==> config.mk <==
export PLATFORM = sky130hd
export DESIGN_NAME = cocd_top
export DESIGN_NICKNAME = d
export VERILOG_FILES = /design/src/core/cocd_pkg.sv /design/src/core/cocd_edge_if.sv /design/src/core/cocd_edge_det.sv /design/src/core/cocd_top.sv
export SDC_FILE = /design/constraint.sdc
export NUM_CORES = 1
export LEC_CHECK = 0
export ABC_CLOCK_PERIOD_IN_PS = 3440
export BUFFER_PORTS_ARGS = -buffer_cell sky130_fd_sc_hd__buf_2
export CELL_PAD_IN_SITES_DETAIL_PLACEMENT = 1
export CELL_PAD_IN_SITES_GLOBAL_PLACEMENT = 1
export CORE_UTILIZATION = 25
export CTS_CLUSTER_SIZE = 14
export DETAILED_ROUTE_END_ITERATION = 8
export PLACE_DENSITY = 0.6
export SYNTH_ARGS = -nofsm -noshare
export SYNTH_HDL_FRONTEND = slang
export SYNTH_SLANG_ARGS = --single-unit
==> constraint.sdc <==
create_clock -name sys_clk -period 3.44 [get_ports sys_clk]
set_input_delay 1.032 -clock sys_clk [delete_from_list [all_inputs] [get_ports sys_clk]]
set_output_delay 1.032 -clock sys_clk [all_outputs]
set_load 0.01 [all_outputs]
==> src/core/cocd_pkg.sv <==
// Constants for the code option decoder: option word layout, register map, encodings
package cocd_pkg;

    // Option word as stored in one-time programmed storage
    localparam int OPT_W          = 12;
    localparam int OPT_SEC_BIT    = 0;     // Read-back protection
    localparam int OPT_LVR_LSB    = 1;     // Three bit threshold index
    localparam int OPT_LVR_W      = 3;
    localparam int OPT_TSRC_BIT   = 4;     // timer_clock_option, 1 = doubled oscillator
    localparam int OPT_TRES_BIT   = 5;     // timer_resolution_option, 1 = 7 bit
    localparam int OPT_EDGE_LSB   = 6;     // Comparator edge, two bits
    localparam int OPT_GATE_BIT   = 8;     // comparator_gates_outputs_option
    localparam int OPT_IRQ0_BIT   = 9;     // irq0_source_option, 1 = port_a_bit5
    localparam int OPT_PAD_BIT    = 10;    // touch_pad_select_option, 1 = touch
    localparam int OPT_EMI_BIT    = 11;    // Clock dither enable

    // Option values in force before the load completes: protected, highest threshold
    localparam logic [OPT_W-1:0] OPT_RST = 12'h0_001;

    // Threshold index 0..7 stands for 4.0, 3.5, 3.0, 2.75, 2.5, 2.2, 2.0, 1.8 volts
    localparam logic [2:0] LVR_4V0  = 3'h0;
    localparam logic [2:0] LVR_1V8  = 3'h7;

    // Comparator edge encodings
    localparam logic [1:0] EDGE_ALL  = 2'h0;
    localparam logic [1:0] EDGE_RISE = 2'h1;
    localparam logic [1:0] EDGE_FALL = 2'h2;

    // Timer clock source field value that picks the fast oscillator
    localparam logic [3:0] TSRC_FAST = 4'h2;
    localparam int         TSCL_RES_BIT = 7;

    // Timer clock select outputs
    localparam logic [1:0] TCLK_OTHER = 2'h0;
    localparam logic [1:0] TCLK_FAST  = 2'h1;
    localparam logic [1:0] TCLK_DOUBLE = 2'h2;

    // PWM resolution outputs
    localparam logic [1:0] RES_8 = 2'h0;
    localparam logic [1:0] RES_6 = 2'h1;
    localparam logic [1:0] RES_7 = 2'h2;

    // Register map, byte addresses on the 8 bit plain port
    localparam int            ADDR_W   = 8;
    localparam int            DATA_W   = 8;
    localparam logic [7:0]    REG_OPT_LO = 8'h00;
    localparam logic [7:0]    REG_OPT_HI = 8'h01;
    localparam logic [7:0]    REG_T2CTL  = 8'h02;
    localparam logic [7:0]    REG_T3CTL  = 8'h03;
    localparam logic [7:0]    REG_T2SCL  = 8'h04;
    localparam logic [7:0]    REG_T3SCL  = 8'h05;
    localparam logic [7:0]    REG_INTERRUPT_ENABLE_REG  = 8'h06;
    localparam logic [7:0]    REG_INTERRUPT_REQUEST_REG  = 8'h07;
    localparam logic [7:0]    REG_STAT   = 8'h08;

    // Interrupt bit positions
    localparam int IRQ_PAD0 = 0;
    localparam int IRQ_CMP  = 1;

    // Timing: option load wait and dither step
    localparam int SYNC_STAGES   = 2;
    localparam int LOAD_WAIT     = 4;      // Cycles after reset before the word is taken
    localparam int CLK_MHZ       = 50;
    localparam int DITHER_US     = 1;      // Dither step period in microseconds
    localparam int DITHER_CYC    = DITHER_US * CLK_MHZ;
    localparam logic [7:0] LFSR_SEED = 8'h0_1;

endpackage

==> src/core/cocd_edge_if.sv <==
// Carrier between the decoder top and its edge detectors
`timescale 1ns/1ps
interface cocd_edge_if;
    logic       pin;     // Raw asynchronous pin
    logic [1:0] mode;    // Edge selection
    logic       level;   // Synchronised level
    logic       pulse;   // One cycle event
    modport host (output pin, output mode, input level, input pulse);
    modport det  (input pin, input mode, output level, output pulse);
endinterface

==> src/core/cocd_edge_det.sv <==
// Two flop synchroniser with selectable edge detection
`timescale 1ns/1ps
module cocd_edge_det (
    // Clock and reset
    input  wire logic    sys_clk,
    input  wire logic    reset,
    // Pin and event
    cocd_edge_if.det     eif
);

    logic meta_ff;   // First stage, read only by the second
    logic sync_ff;   // Second stage
    logic prev_ff;   // Last level for edge compare
    logic pulse_ff;  // Registered event

    // Synchroniser stages
    always_ff @(posedge sys_clk) begin
        if (reset) begin
            meta_ff <= 1'b0;
            sync_ff <= 1'b0;
            prev_ff <= 1'b0;
        end else begin
            meta_ff <= eif.pin;
            sync_ff <= meta_ff;
            prev_ff <= sync_ff;
        end
    end

    // Edge select, unknown encodings behave as both edges
    always_ff @(posedge sys_clk) begin
        if (reset) begin
            pulse_ff <= 1'b0;
        end else begin
            case (eif.mode)
                cocd_pkg::EDGE_RISE: pulse_ff <= sync_ff & ~prev_ff;
                cocd_pkg::EDGE_FALL: pulse_ff <= ~sync_ff & prev_ff;
                default:             pulse_ff <= sync_ff ^ prev_ff;
            endcase
        end
    end

    assign eif.level = sync_ff;
    assign eif.pulse = pulse_ff;

endmodule // cocd_edge_det

==> src/core/cocd_top.sv <==
// Code option decoder: loads fixed options once and steers timers, comparator, pads and clock
//
// Added by the designer: the strobed register port and the register addresses.
`timescale 1ns/1ps
// Operation
// - Security blocks program read-back, else allowed
// - Eight level low voltage reset threshold
// - Nibble 0010 picks fast oscillator at 16MHz
// - 32MHz option doubles that timer clock
// - Scale bit 7 gives 6 bit PWM
// - 7 bit option makes it 7 bits
// - Comparator interrupt on both, rising, falling edge
// - Comparator gates all PWM outputs when enabled
// - Interrupt bit 0 from port bit 0 or 5
// - Port bit 7 pad: touch or general I/O
// - EMI option dithers the system clock
module cocd_top #(
    parameter int PWM_N      = 2,                     // Number of PWM outputs
    parameter int DITHER_DIV = cocd_pkg::DITHER_CYC   // Cycles per dither step
) (
    // Clock and reset
    input  wire logic                  sys_clk,
    input  wire logic                  reset,
    // Programmed option storage
    input  wire logic [cocd_pkg::OPT_W-1:0] otp_word,
    // Register port
    input  wire logic [7:0]            reg_addr,
    input  wire logic [7:0]            reg_wdata,
    input  wire logic                  reg_wr,
    input  wire logic                  reg_rd,
    output logic      [7:0]            reg_rdata,
    // Program read-back
    input  wire logic                  rb_req,
    input  wire logic [15:0]           rb_data_in,
    output logic      [15:0]           rb_data,
    output logic                       rb_valid,
    output logic                       rb_refused,
    // Option steering outputs
    output logic      [2:0]            lvr_level,
    output logic      [3:0]            tmr_clk_sel,       // Two bits per timer
    output logic      [3:0]            tmr_pwm_res,       // Two bits per timer
    output logic      [1:0]            clk_trim,
    output logic                       irq_line,
    // Comparator and interrupt pins
    input  wire logic                  cmp_out,
    input  wire logic                  port_a_bit0,
    input  wire logic                  port_a_bit5,
    // PWM path
    input  wire logic [PWM_N-1:0]      pwm_in,
    output logic      [PWM_N-1:0]      pwm_out,
    // Shared port_a_bit7_touch_pad pad
    input  wire logic                  pad7_in,
    output logic                       pad7_out,
    output logic                       pad7_oe,
    input  wire logic                  gpio7_out,
    input  wire logic                  gpio7_oe,
    output logic                       gpio7_in,
    input  wire logic                  touch_drive,
    output logic                       touch_sense,
    output logic                       touch_sel
);

    // Option storage path
    logic [cocd_pkg::OPT_W-1:0] otp_meta_ff;     // First sync stage
    logic [cocd_pkg::OPT_W-1:0] otp_sync_ff;     // Second sync stage
    logic [cocd_pkg::OPT_W-1:0] opt_ff;          // Option word in force
    logic                       loaded_ff;       // Set once the word is taken
    logic [2:0]                 load_cnt_ff;     // Wait after reset release

    // Registers software owns
    logic [7:0] tctl_ff [2];                     // timer_two_control, timer_three_control
    logic [7:0] tscl_ff [2];                     // timer_two_scale, timer_three_scale
    logic [7:0] interrupt_enable_reg_ff;                        // interrupt_enable_reg
    logic [7:0] interrupt_request_reg_ff;                        // interrupt_request_reg

    // Output flops
    logic [7:0]       rdata_ff;
    logic [15:0]      rb_data_ff;
    logic             rb_valid_ff;
    logic             rb_refused_ff;
    logic [3:0]       clk_sel_ff;
    logic [3:0]       res_ff;
    logic [1:0]       trim_ff;
    logic             irq_ff;
    logic [PWM_N-1:0] pwm_ff;
    logic             pad_out_ff;
    logic             pad_oe_ff;
    logic             gpio_in_ff;
    logic             touch_in_ff;
    logic             pad_meta_ff;               // Pad input sync stage one
    logic             pad_sync_ff;               // Pad input sync stage two

    // Dither generator
    logic [15:0] div_cnt_ff;                     // Divider toward the step enable
    logic        step_en_ff;                     // One cycle dither step
    logic [7:0]  lfsr_ff;                        // Pseudo random pattern

    // Decoded option fields
    logic       opt_sec;
    logic [2:0] opt_lvr;
    logic       opt_tdbl;
    logic       opt_t7;
    logic [1:0] opt_edge;
    logic       opt_gate;
    logic       opt_irq0_b5;
    logic       opt_touch;
    logic       opt_emi;

    assign opt_sec     = opt_ff[cocd_pkg::OPT_SEC_BIT];
    assign opt_lvr     = opt_ff[cocd_pkg::OPT_LVR_LSB +: cocd_pkg::OPT_LVR_W];
    assign opt_tdbl    = opt_ff[cocd_pkg::OPT_TSRC_BIT];
    assign opt_t7      = opt_ff[cocd_pkg::OPT_TRES_BIT];
    assign opt_edge    = opt_ff[cocd_pkg::OPT_EDGE_LSB +: 2];
    assign opt_gate    = opt_ff[cocd_pkg::OPT_GATE_BIT];
    assign opt_irq0_b5 = opt_ff[cocd_pkg::OPT_IRQ0_BIT];
    assign opt_touch   = opt_ff[cocd_pkg::OPT_PAD_BIT];
    assign opt_emi     = opt_ff[cocd_pkg::OPT_EMI_BIT];

    // Edge detectors for comparator and interrupt source 0
    cocd_edge_if cmp_if ();
    cocd_edge_if irq0_if ();

    assign cmp_if.pin   = cmp_out;
    assign cmp_if.mode  = opt_edge;
    assign irq0_if.pin  = opt_irq0_b5 ? port_a_bit5 : port_a_bit0;
    assign irq0_if.mode = cocd_pkg::EDGE_RISE;

    cocd_edge_det u_cmp_det (
        .sys_clk (sys_clk),
        .reset   (reset),
        .eif     (cmp_if)
    );

    cocd_edge_det u_irq0_det (
        .sys_clk (sys_clk),
        .reset   (reset),
        .eif     (irq0_if)
    );

    // Storage word is static but foreign to this clock, so it is synchronised
    always_ff @(posedge sys_clk) begin
        if (reset) begin
            otp_meta_ff <= '0;
            otp_sync_ff <= '0;
        end else begin
            otp_meta_ff <= otp_word;
            otp_sync_ff <= otp_meta_ff;
        end
    end

    // Take the word once after reset; later the loaded flag freezes it
    always_ff @(posedge sys_clk) begin
        if (reset) begin
            opt_ff      <= cocd_pkg::OPT_RST;
            loaded_ff   <= 1'b0;
            load_cnt_ff <= 3'h0;
        end else if (!loaded_ff) begin
            if (load_cnt_ff == 3'(cocd_pkg::LOAD_WAIT)) begin
                opt_ff    <= otp_sync_ff;
                loaded_ff <= 1'b1;
            end else begin
                load_cnt_ff <= load_cnt_ff + 3'h1;
            end
        end
    end

    // Timer control and scale registers, one pair per timer
    always_ff @(posedge sys_clk) begin
        if (reset) begin
            tctl_ff[0] <= 8'h0_0;
            tctl_ff[1] <= 8'h0_0;
            tscl_ff[0] <= 8'h0_0;
            tscl_ff[1] <= 8'h0_0;
        end else if (reg_wr) begin
            case (reg_addr)
                cocd_pkg::REG_T2CTL: tctl_ff[0] <= reg_wdata;
                cocd_pkg::REG_T3CTL: tctl_ff[1] <= reg_wdata;
                cocd_pkg::REG_T2SCL: tscl_ff[0] <= reg_wdata;
                cocd_pkg::REG_T3SCL: tscl_ff[1] <= reg_wdata;
                default: ;                                 // Option registers ignore writes
            endcase
        end
    end

    // Interrupt enable register
    always_ff @(posedge sys_clk) begin
        if (reset) begin
            interrupt_enable_reg_ff <= 8'h0_0;
        end else if (reg_wr && reg_addr == cocd_pkg::REG_INTERRUPT_ENABLE_REG) begin
            interrupt_enable_reg_ff <= reg_wdata;
        end
    end

    // Request bits: software write stores, hardware events set; a set wins
    always_ff @(posedge sys_clk) begin
        if (reset) begin
            interrupt_request_reg_ff <= 8'h0_0;
        end else begin
            interrupt_request_reg_ff <= ((reg_wr && reg_addr == cocd_pkg::REG_INTERRUPT_REQUEST_REG) ? reg_wdata : interrupt_request_reg_ff)
                      | (8'(irq0_if.pulse) << cocd_pkg::IRQ_PAD0)
                      | (8'(cmp_if.pulse) << cocd_pkg::IRQ_CMP);
        end
    end

    // Combined request line to the core
    always_ff @(posedge sys_clk) begin
        if (reset) begin
            irq_ff <= 1'b0;
        end else begin
            irq_ff <= |(interrupt_request_reg_ff & interrupt_enable_reg_ff);
        end
    end

    // Register read, data stand one cycle after the strobe only
    always_ff @(posedge sys_clk) begin
        if (reset || !reg_rd) begin
            rdata_ff <= 8'h0_0;
        end else begin
            case (reg_addr)
                cocd_pkg::REG_OPT_LO: rdata_ff <= opt_ff[7:0];
                cocd_pkg::REG_OPT_HI: rdata_ff <= {4'h0, opt_ff[11:8]};
                cocd_pkg::REG_T2CTL:  rdata_ff <= tctl_ff[0];
                cocd_pkg::REG_T3CTL:  rdata_ff <= tctl_ff[1];
                cocd_pkg::REG_T2SCL:  rdata_ff <= tscl_ff[0];
                cocd_pkg::REG_T3SCL:  rdata_ff <= tscl_ff[1];
                cocd_pkg::REG_INTERRUPT_ENABLE_REG:  rdata_ff <= interrupt_enable_reg_ff;
                cocd_pkg::REG_INTERRUPT_REQUEST_REG:  rdata_ff <= interrupt_request_reg_ff;
                cocd_pkg::REG_STAT:   rdata_ff <= {5'h0_0, cmp_if.level, opt_sec, loaded_ff};
                default:              rdata_ff <= 8'h0_0;      // Unmapped reads zero
            endcase
        end
    end

    // Program read-back gate; refused until options are known as well
    always_ff @(posedge sys_clk) begin
        if (reset) begin
            rb_data_ff    <= 16'h0_000;
            rb_valid_ff   <= 1'b0;
            rb_refused_ff <= 1'b0;
        end else begin
            rb_valid_ff   <= rb_req && loaded_ff && !opt_sec;
            rb_refused_ff <= rb_req && (opt_sec || !loaded_ff);
            rb_data_ff    <= (rb_req && loaded_ff && !opt_sec) ? rb_data_in : 16'h0_000;
        end
    end

    // Per timer clock source and PWM resolution decode
    for (genvar t = 0; t < 2; t++) begin : g_tmr
        always_ff @(posedge sys_clk) begin
            if (reset) begin
                clk_sel_ff[2*t +: 2] <= cocd_pkg::TCLK_OTHER;
                res_ff[2*t +: 2]     <= cocd_pkg::RES_8;
            end else begin
                if (tctl_ff[t][7:4] == cocd_pkg::TSRC_FAST) begin
                    clk_sel_ff[2*t +: 2] <= opt_tdbl ? cocd_pkg::TCLK_DOUBLE
                                                     : cocd_pkg::TCLK_FAST;
                end else begin
                    clk_sel_ff[2*t +: 2] <= cocd_pkg::TCLK_OTHER;
                end
                if (tscl_ff[t][cocd_pkg::TSCL_RES_BIT]) begin
                    res_ff[2*t +: 2] <= opt_t7 ? cocd_pkg::RES_7
                                               : cocd_pkg::RES_6;
                end else begin
                    res_ff[2*t +: 2] <= cocd_pkg::RES_8;
                end
            end
        end
    end

    // PWM gating: comparator low forces every output low when enabled
    always_ff @(posedge sys_clk) begin
        if (reset) begin
            pwm_ff <= '0;
        end else if (opt_gate) begin
            pwm_ff <= pwm_in & {PWM_N{cmp_if.level}};
        end else begin
            pwm_ff <= pwm_in;
        end
    end

    // Pad input synchroniser
    always_ff @(posedge sys_clk) begin
        if (reset) begin
            pad_meta_ff <= 1'b0;
            pad_sync_ff <= 1'b0;
        end else begin
            pad_meta_ff <= pad7_in;
            pad_sync_ff <= pad_meta_ff;
        end
    end

    // Shared pad steering between touch sensing and general I/O
    always_ff @(posedge sys_clk) begin
        if (reset) begin
            pad_out_ff  <= 1'b0;
            pad_oe_ff   <= 1'b0;
            gpio_in_ff  <= 1'b0;
            touch_in_ff <= 1'b0;
        end else if (opt_touch) begin
            pad_out_ff  <= touch_drive;
            pad_oe_ff   <= 1'b1;
            gpio_in_ff  <= 1'b0;
            touch_in_ff <= pad_sync_ff;
        end else begin
            pad_out_ff  <= gpio7_out;
            pad_oe_ff   <= gpio7_oe;
            gpio_in_ff  <= pad_sync_ff;
            touch_in_ff <= 1'b0;
        end
    end

    // Divider giving the dither step enable
    always_ff @(posedge sys_clk) begin
        if (reset) begin
            div_cnt_ff <= 16'h0_000;
            step_en_ff <= 1'b0;
        end else if (div_cnt_ff == 16'(DITHER_DIV - 1)) begin
            div_cnt_ff <= 16'h0_000;
            step_en_ff <= 1'b1;
        end else begin
            div_cnt_ff <= div_cnt_ff + 16'h0_001;
            step_en_ff <= 1'b0;
        end
    end

    // Pattern for the oscillator trim; zero trim means no dither
    always_ff @(posedge sys_clk) begin
        if (reset) begin
            lfsr_ff <= cocd_pkg::LFSR_SEED;
            trim_ff <= 2'h0;
        end else if (!opt_emi) begin
            trim_ff <= 2'h0;
        end else if (step_en_ff) begin
            lfsr_ff <= {lfsr_ff[6:0], lfsr_ff[7] ^ lfsr_ff[5] ^ lfsr_ff[4] ^ lfsr_ff[3]};
            trim_ff <= lfsr_ff[1:0];
        end
    end

    // Threshold is held in the option flop itself
    assign lvr_level   = opt_lvr;
    assign reg_rdata   = rdata_ff;
    assign rb_data     = rb_data_ff;
    assign rb_valid    = rb_valid_ff;
    assign rb_refused  = rb_refused_ff;
    assign tmr_clk_sel = clk_sel_ff;
    assign tmr_pwm_res = res_ff;
    assign clk_trim    = trim_ff;
    assign irq_line    = irq_ff;
    assign pwm_out     = pwm_ff;
    assign pad7_out    = pad_out_ff;
    assign pad7_oe     = pad_oe_ff;
    assign gpio7_in    = gpio_in_ff;
    assign touch_sense = touch_in_ff;
    assign touch_sel   = opt_touch;

endmodule // cocd_top

* Word level (Yosys, flattened, before mapping)
Memory sizes are Yosys's and may differ from the RTL's.
Cells that the tools add are included.
Widths: inputs -> output; s select.
** Word-level totals
- Memories :: 2
- Logic and storage cells :: 138
- Output and inout port bits :: 47
- Flip-flop bits (word level) :: 134
- Input bits :: 58
- Bits in writable memories :: 32
** Memory list
- tctl_ff :: depth 2, width 8, rd ports 2, clocked after Yosys merged registers in 0, wr ports 2, line cocd_top.sv:71 : logic [7:0] tctl_ff [2];
- tscl_ff :: depth 2, width 8, rd ports 2, clocked after Yosys merged registers in 0, wr ports 2, line cocd_top.sv:72 : logic [7:0] tscl_ff [2];
** Cells by class
- Add/subtract/negate cells :: 2
- Muxes and demuxes :: 34
- Bitwise logic cells :: 27
- Reduce and logical (&&, ||, !) cells :: 24
- Eq/ne operators :: 14
** Operator list (count)
- $pmux 8 s9 :: 1
- $mux 8 :: 5
- $eq 8x3->1 const B :: 4
- $mux 1 :: 24
- $reduce_or 2->1 :: 9
- $add 16x1->16 const B :: 1
- $eq 16x6->1 const B :: 1
- $eq 8x2->1 const B :: 2
- $not 1->1 :: 12
- $and 8x8->8 :: 1
- $eq 4x2->1 const B :: 2
- $eq 8x1->1 const B :: 1
- $eq 8x4->1 const B :: 1
- $logic_not 8->1 :: 1
- $or 8x1->8 :: 1
- $or 8x2->8 :: 1
- $reduce_or 8->1 :: 1
- $mux 2 :: 3
- $reduce_and 2->1 :: 3
- $logic_and 1x1->1 :: 5
- $or 1x1->1 :: 4
- $xor 1x1->1 :: 4
- $add 3x1->3 const B :: 1
- $and 1x1->1 :: 3
- 7 further kinds :: 10

* Longest topological paths before layout
- Word-level depth :: 6
- Depth in mapped cells :: 7
- Mapped depth without buffers :: 6

* Hierarchy
From an unflattened synthesis, not the netlist that was laid out.
** Unflattened totals
- Cells, all modules :: 586
- Area, all modules :: 6294.8 um^2
** Modules (own cells, without submodules)
- cocd_top :: seq. area each 3483.3 um^2, times used 1, area each 5926.9 um^2, cells an instance 552
- cocd_edge_det :: seq. area each 80.1 um^2, times used 2, area each 183.9 um^2, cells an instance 17

* Least setup slack after synthesis
OpenSTA, ideal clock, no wires.
- Path type :: input to register
- Start point :: in reg_addr[5]
- End point :: mem tctl_ff[1][2], in the netlist tctl_ff[0][10] (enable)
- Arrival :: 2345 ps
- Stages :: 4
- Path buffers :: 0
- Library setup time :: 384 ps
- Path slack :: 711 ps
- Required time :: 3056 ps
- Cell sequence :: nor4_4 > and2_4 > nand2_1 > o21ai_0
** RTL lines
- start: declaration :: line cocd_top.sv:27 : input wire logic [7:0] reg_addr,
- end: declaration :: line cocd_top.sv:71

==> results.toml <==
[critical_path]
start_kind = "input port"
crit_arrival_ns = 2.50
crit_type = "input port to flip-flop"
cp_max_fo = 8
worstPathRequired_ns = 3.57
crit_path_end_kind = "flip-flop"

[sta]
layout_setup_ws_ns = 1.07
grt_setup_unrepaired = "no"
period_minus_slack_ns = 2.37
drv_slew = 0
finalCritPeriodShare = 0.688
max_freq_mhz = 422
finalSetupTns_ns = 0
slew_headroom = 0.405
fin_skew_ns = 0.00750
tightest_slew_ns = 0.893
setup_viol = 0
final-hold-violation-count = 0

[clock_tree]
ctsHoldBuffers = 0
cts.clk_slew.worst_paths_ns = 0.07
clk_latency_ns = 0.42
numClockSinks = 166
cts_resized = 0
root_buffer = "clkbuf_16"
clock_tree.buffer_depth = 2
cts_tree = "built"
cts_buffers = 17
h-tree-depth = 4
cts_setup_buffers = 0

[die]
num_rows = 57
die_h_microns = 160
core_sq_um = 24400
die_x_microns = 160
io_pins = 105
dieArea_sq_um = 25600
start_util = 0.256

[pwr]
power_uw = 4290
p_clk_frac = 0.454
irDropWorstVdd_uv = 336
p_sw_uw = 1020
power_frac_seq = 0.486
p_comb_frac = 0.060
p_int_uw = 3270
switching_share = 0.239
leakagePower_uw = 0.00310
p_per_area_nw_per_um2 = 557

[grt]
grt_pass1_vias = 4456
grt_usage = 0.128
antenna_found_initial = 0
grt_pass1_wl_microns = 25400
grt_max_degree = 44
grt_overflow = 0

[detailed_routing]
vias_per_cell = 4.33
firstDrtPassIters = 4
wl_met1_microns = 7780
top_layer = "met4"
ant_nets = 0
wire_per_inst_microns = 15.6
wl_met3_microns = 503
routed_wirelength_microns = 15900
drt_iter0_drc = 200
vias = 4406
wl_met2_microns = 7380
drc = 0

[synth]
synth_edf_count = 32
synth.avg_cell_area_sq_um = 10.8
yosysWarnings = 0
synth_xor_xnor_area_share = 0.0252
syn-num-nets = 645
ys.flop_type = "dfxtp_1"
synth_mux_area_frac = 0.0718
synth.ff_latch_count = 166
ys_seq_area_frac = 0.583
async_flop_share = 0
synth-adder-area-share = 0.0160
synth_top_family_by_area = "simple AND/OR/NAND/NOR gates"
yosys-top-cells-area = "dfxtp_1 (43%), edfxtp_1 (15%), mux2i_1 (4.5%), nor2b_1 (3.8%), and2_1 (3.7%)"
synth_top_cell_by_area = "dfxtp_1"
ys_types = 50
netlist.area_leader.share = 0.429
syn_area_sq_um = 6250
synth-simple-area-share = 0.213
synth_compound_area_frac = 0.0598
synth_cells = 579

[final_layout]
n_antenna_cell = 0
layout_common_cells = "dfxtp_1 (134), buf_2 (104), nor2_1 (52)"
area.growth.synth_to_final_pct = 23.1
final_common_cell = "dfxtp_1"
layout.nets = 746
n_fill_cell = 2800
drive_gt1_frac = 0.231

[status]
status = "complete, no violations"

[flow_run]
maxCapViolCount = 0

[min_path]
hp-class = "flip-flop to flip-flop"

[place]
dpl.hpwl_microns = 11200
numPortBuffers = 104
dp_slack_ns = 0.668
gp_congestion = 0.753
final cells by class:
class | instances | area [sq um] | share of cell area
clock buffers | 19 | 443 | 0.0575
clock inverters | 13 | 160 | 0.0208
inverters | 14 | 52.6 | 0.00683
multi-input cells | 369 | 2410 | 0.313
flip-flops and latches | 166 | 3640 | 0.473
well taps | 324 | 405 | 0.0527
repair buffers | 112 | 581 | 0.0754
Yosys cell counts (2+ instances only):
master      n
ha_1        8
nand3_1    15
mux2i_1    28
nor2_1     52
mux2_2      5
nor3_1      9
nand2_1    50
nand2b_1    4
o21ai_0     6
a22oi_1     6
nand4_1     8
o31ai_1     2
o22ai_1     3
clkbuf_1   10
xnor2_1    17
buf_2      10
a21oi_1    27
and3_1      5
buf_4       5
nor2b_1    38
nor4_1     10
edfxtp_1   32
and2_1     37
mux4_2      5
buf_1       5
nand4b_1    5
dfxtp_1   134
a221oi_1    4
inv_1      14
a41oi_1     3
nor3b_1     3
flip-flops by register name (all words and copies together) (netlist names), 8 cells and up:
signal,flops
reg_rdata,8
lfsr_ff,8
interrupt_enable_reg_ff,8
opt_ff,12
div_cnt_ff,16
interrupt_request_reg_ff,8
rb_data,16
tctl_ff,16
tscl_ff,16
otp_sync_ff,12
otp_meta_ff,12
power groups by stage:
| stage | Clock [uW] | Sequential, uW | Combinational [uW] |
|---|---|---|---|
| floorplan | 0 | 2120 | 164 |
| global placement | 0 | 2130 | 257 |
| detailed placement | 0 | 2130 | 262 |
| CTS | 2030 | 2080 | 263 |
| global route | 2100 | 2090 | 289 |
| finish | 1950 | 2080 | 257 |
kinds of logic (layout without fill, tap and decap cells):
kind of cell	count (synthesis)	count (layout)
compound gates	59	59
xor+xnor	18	18
fa+ha+maj	8	8
buf+inv	44	158
flops	166	166
mux	38	38
simple gates	246	246
stage by stage:
step                utilization  area [sq um]  cells  hold slack [ns]
floorplan                     -          6250    579            0.367
global placement          0.291          7090    985            0.371
detailed placement        0.291          7090    985            0.382
CTS                       0.316          7700   1017            0.403
global route              0.316          7700   1017            0.411
finish                    0.316          7700   1017            0.396
metal layers:
layer / global-route usage / up-vias
met5: 0 / -
met3: 0.0252 / 12
li1: - / 2199
met4: 0.0455 / 0
met1: 0.170 / 2098
met2: 0.206 / 97
critical path: stages:
cell,delay [ns]
buf_2,0.11
nor4_4,0.62
and2_4,0.30
nand2_1,0.05
o21ai_0,0.18
buf_4,0.20
worst paths after layout:
kind                                    startpoint                   end  slack [ns]  cells past startpoint
worst max register to register       div_cnt_ff[9]         div_cnt_ff[5]        1.87                      4
worst min register to register  u_irq0_det.prev_ff  u_irq0_det.eif.pulse        0.40                      1
worst max-delay path                   reg_addr[5]        tctl_ff[0][11]        1.07                      6
worst min-delay path            u_irq0_det.prev_ff  u_irq0_det.eif.pulse        0.40                      1
Note: power is estimated with default switching activity, not from simulation.
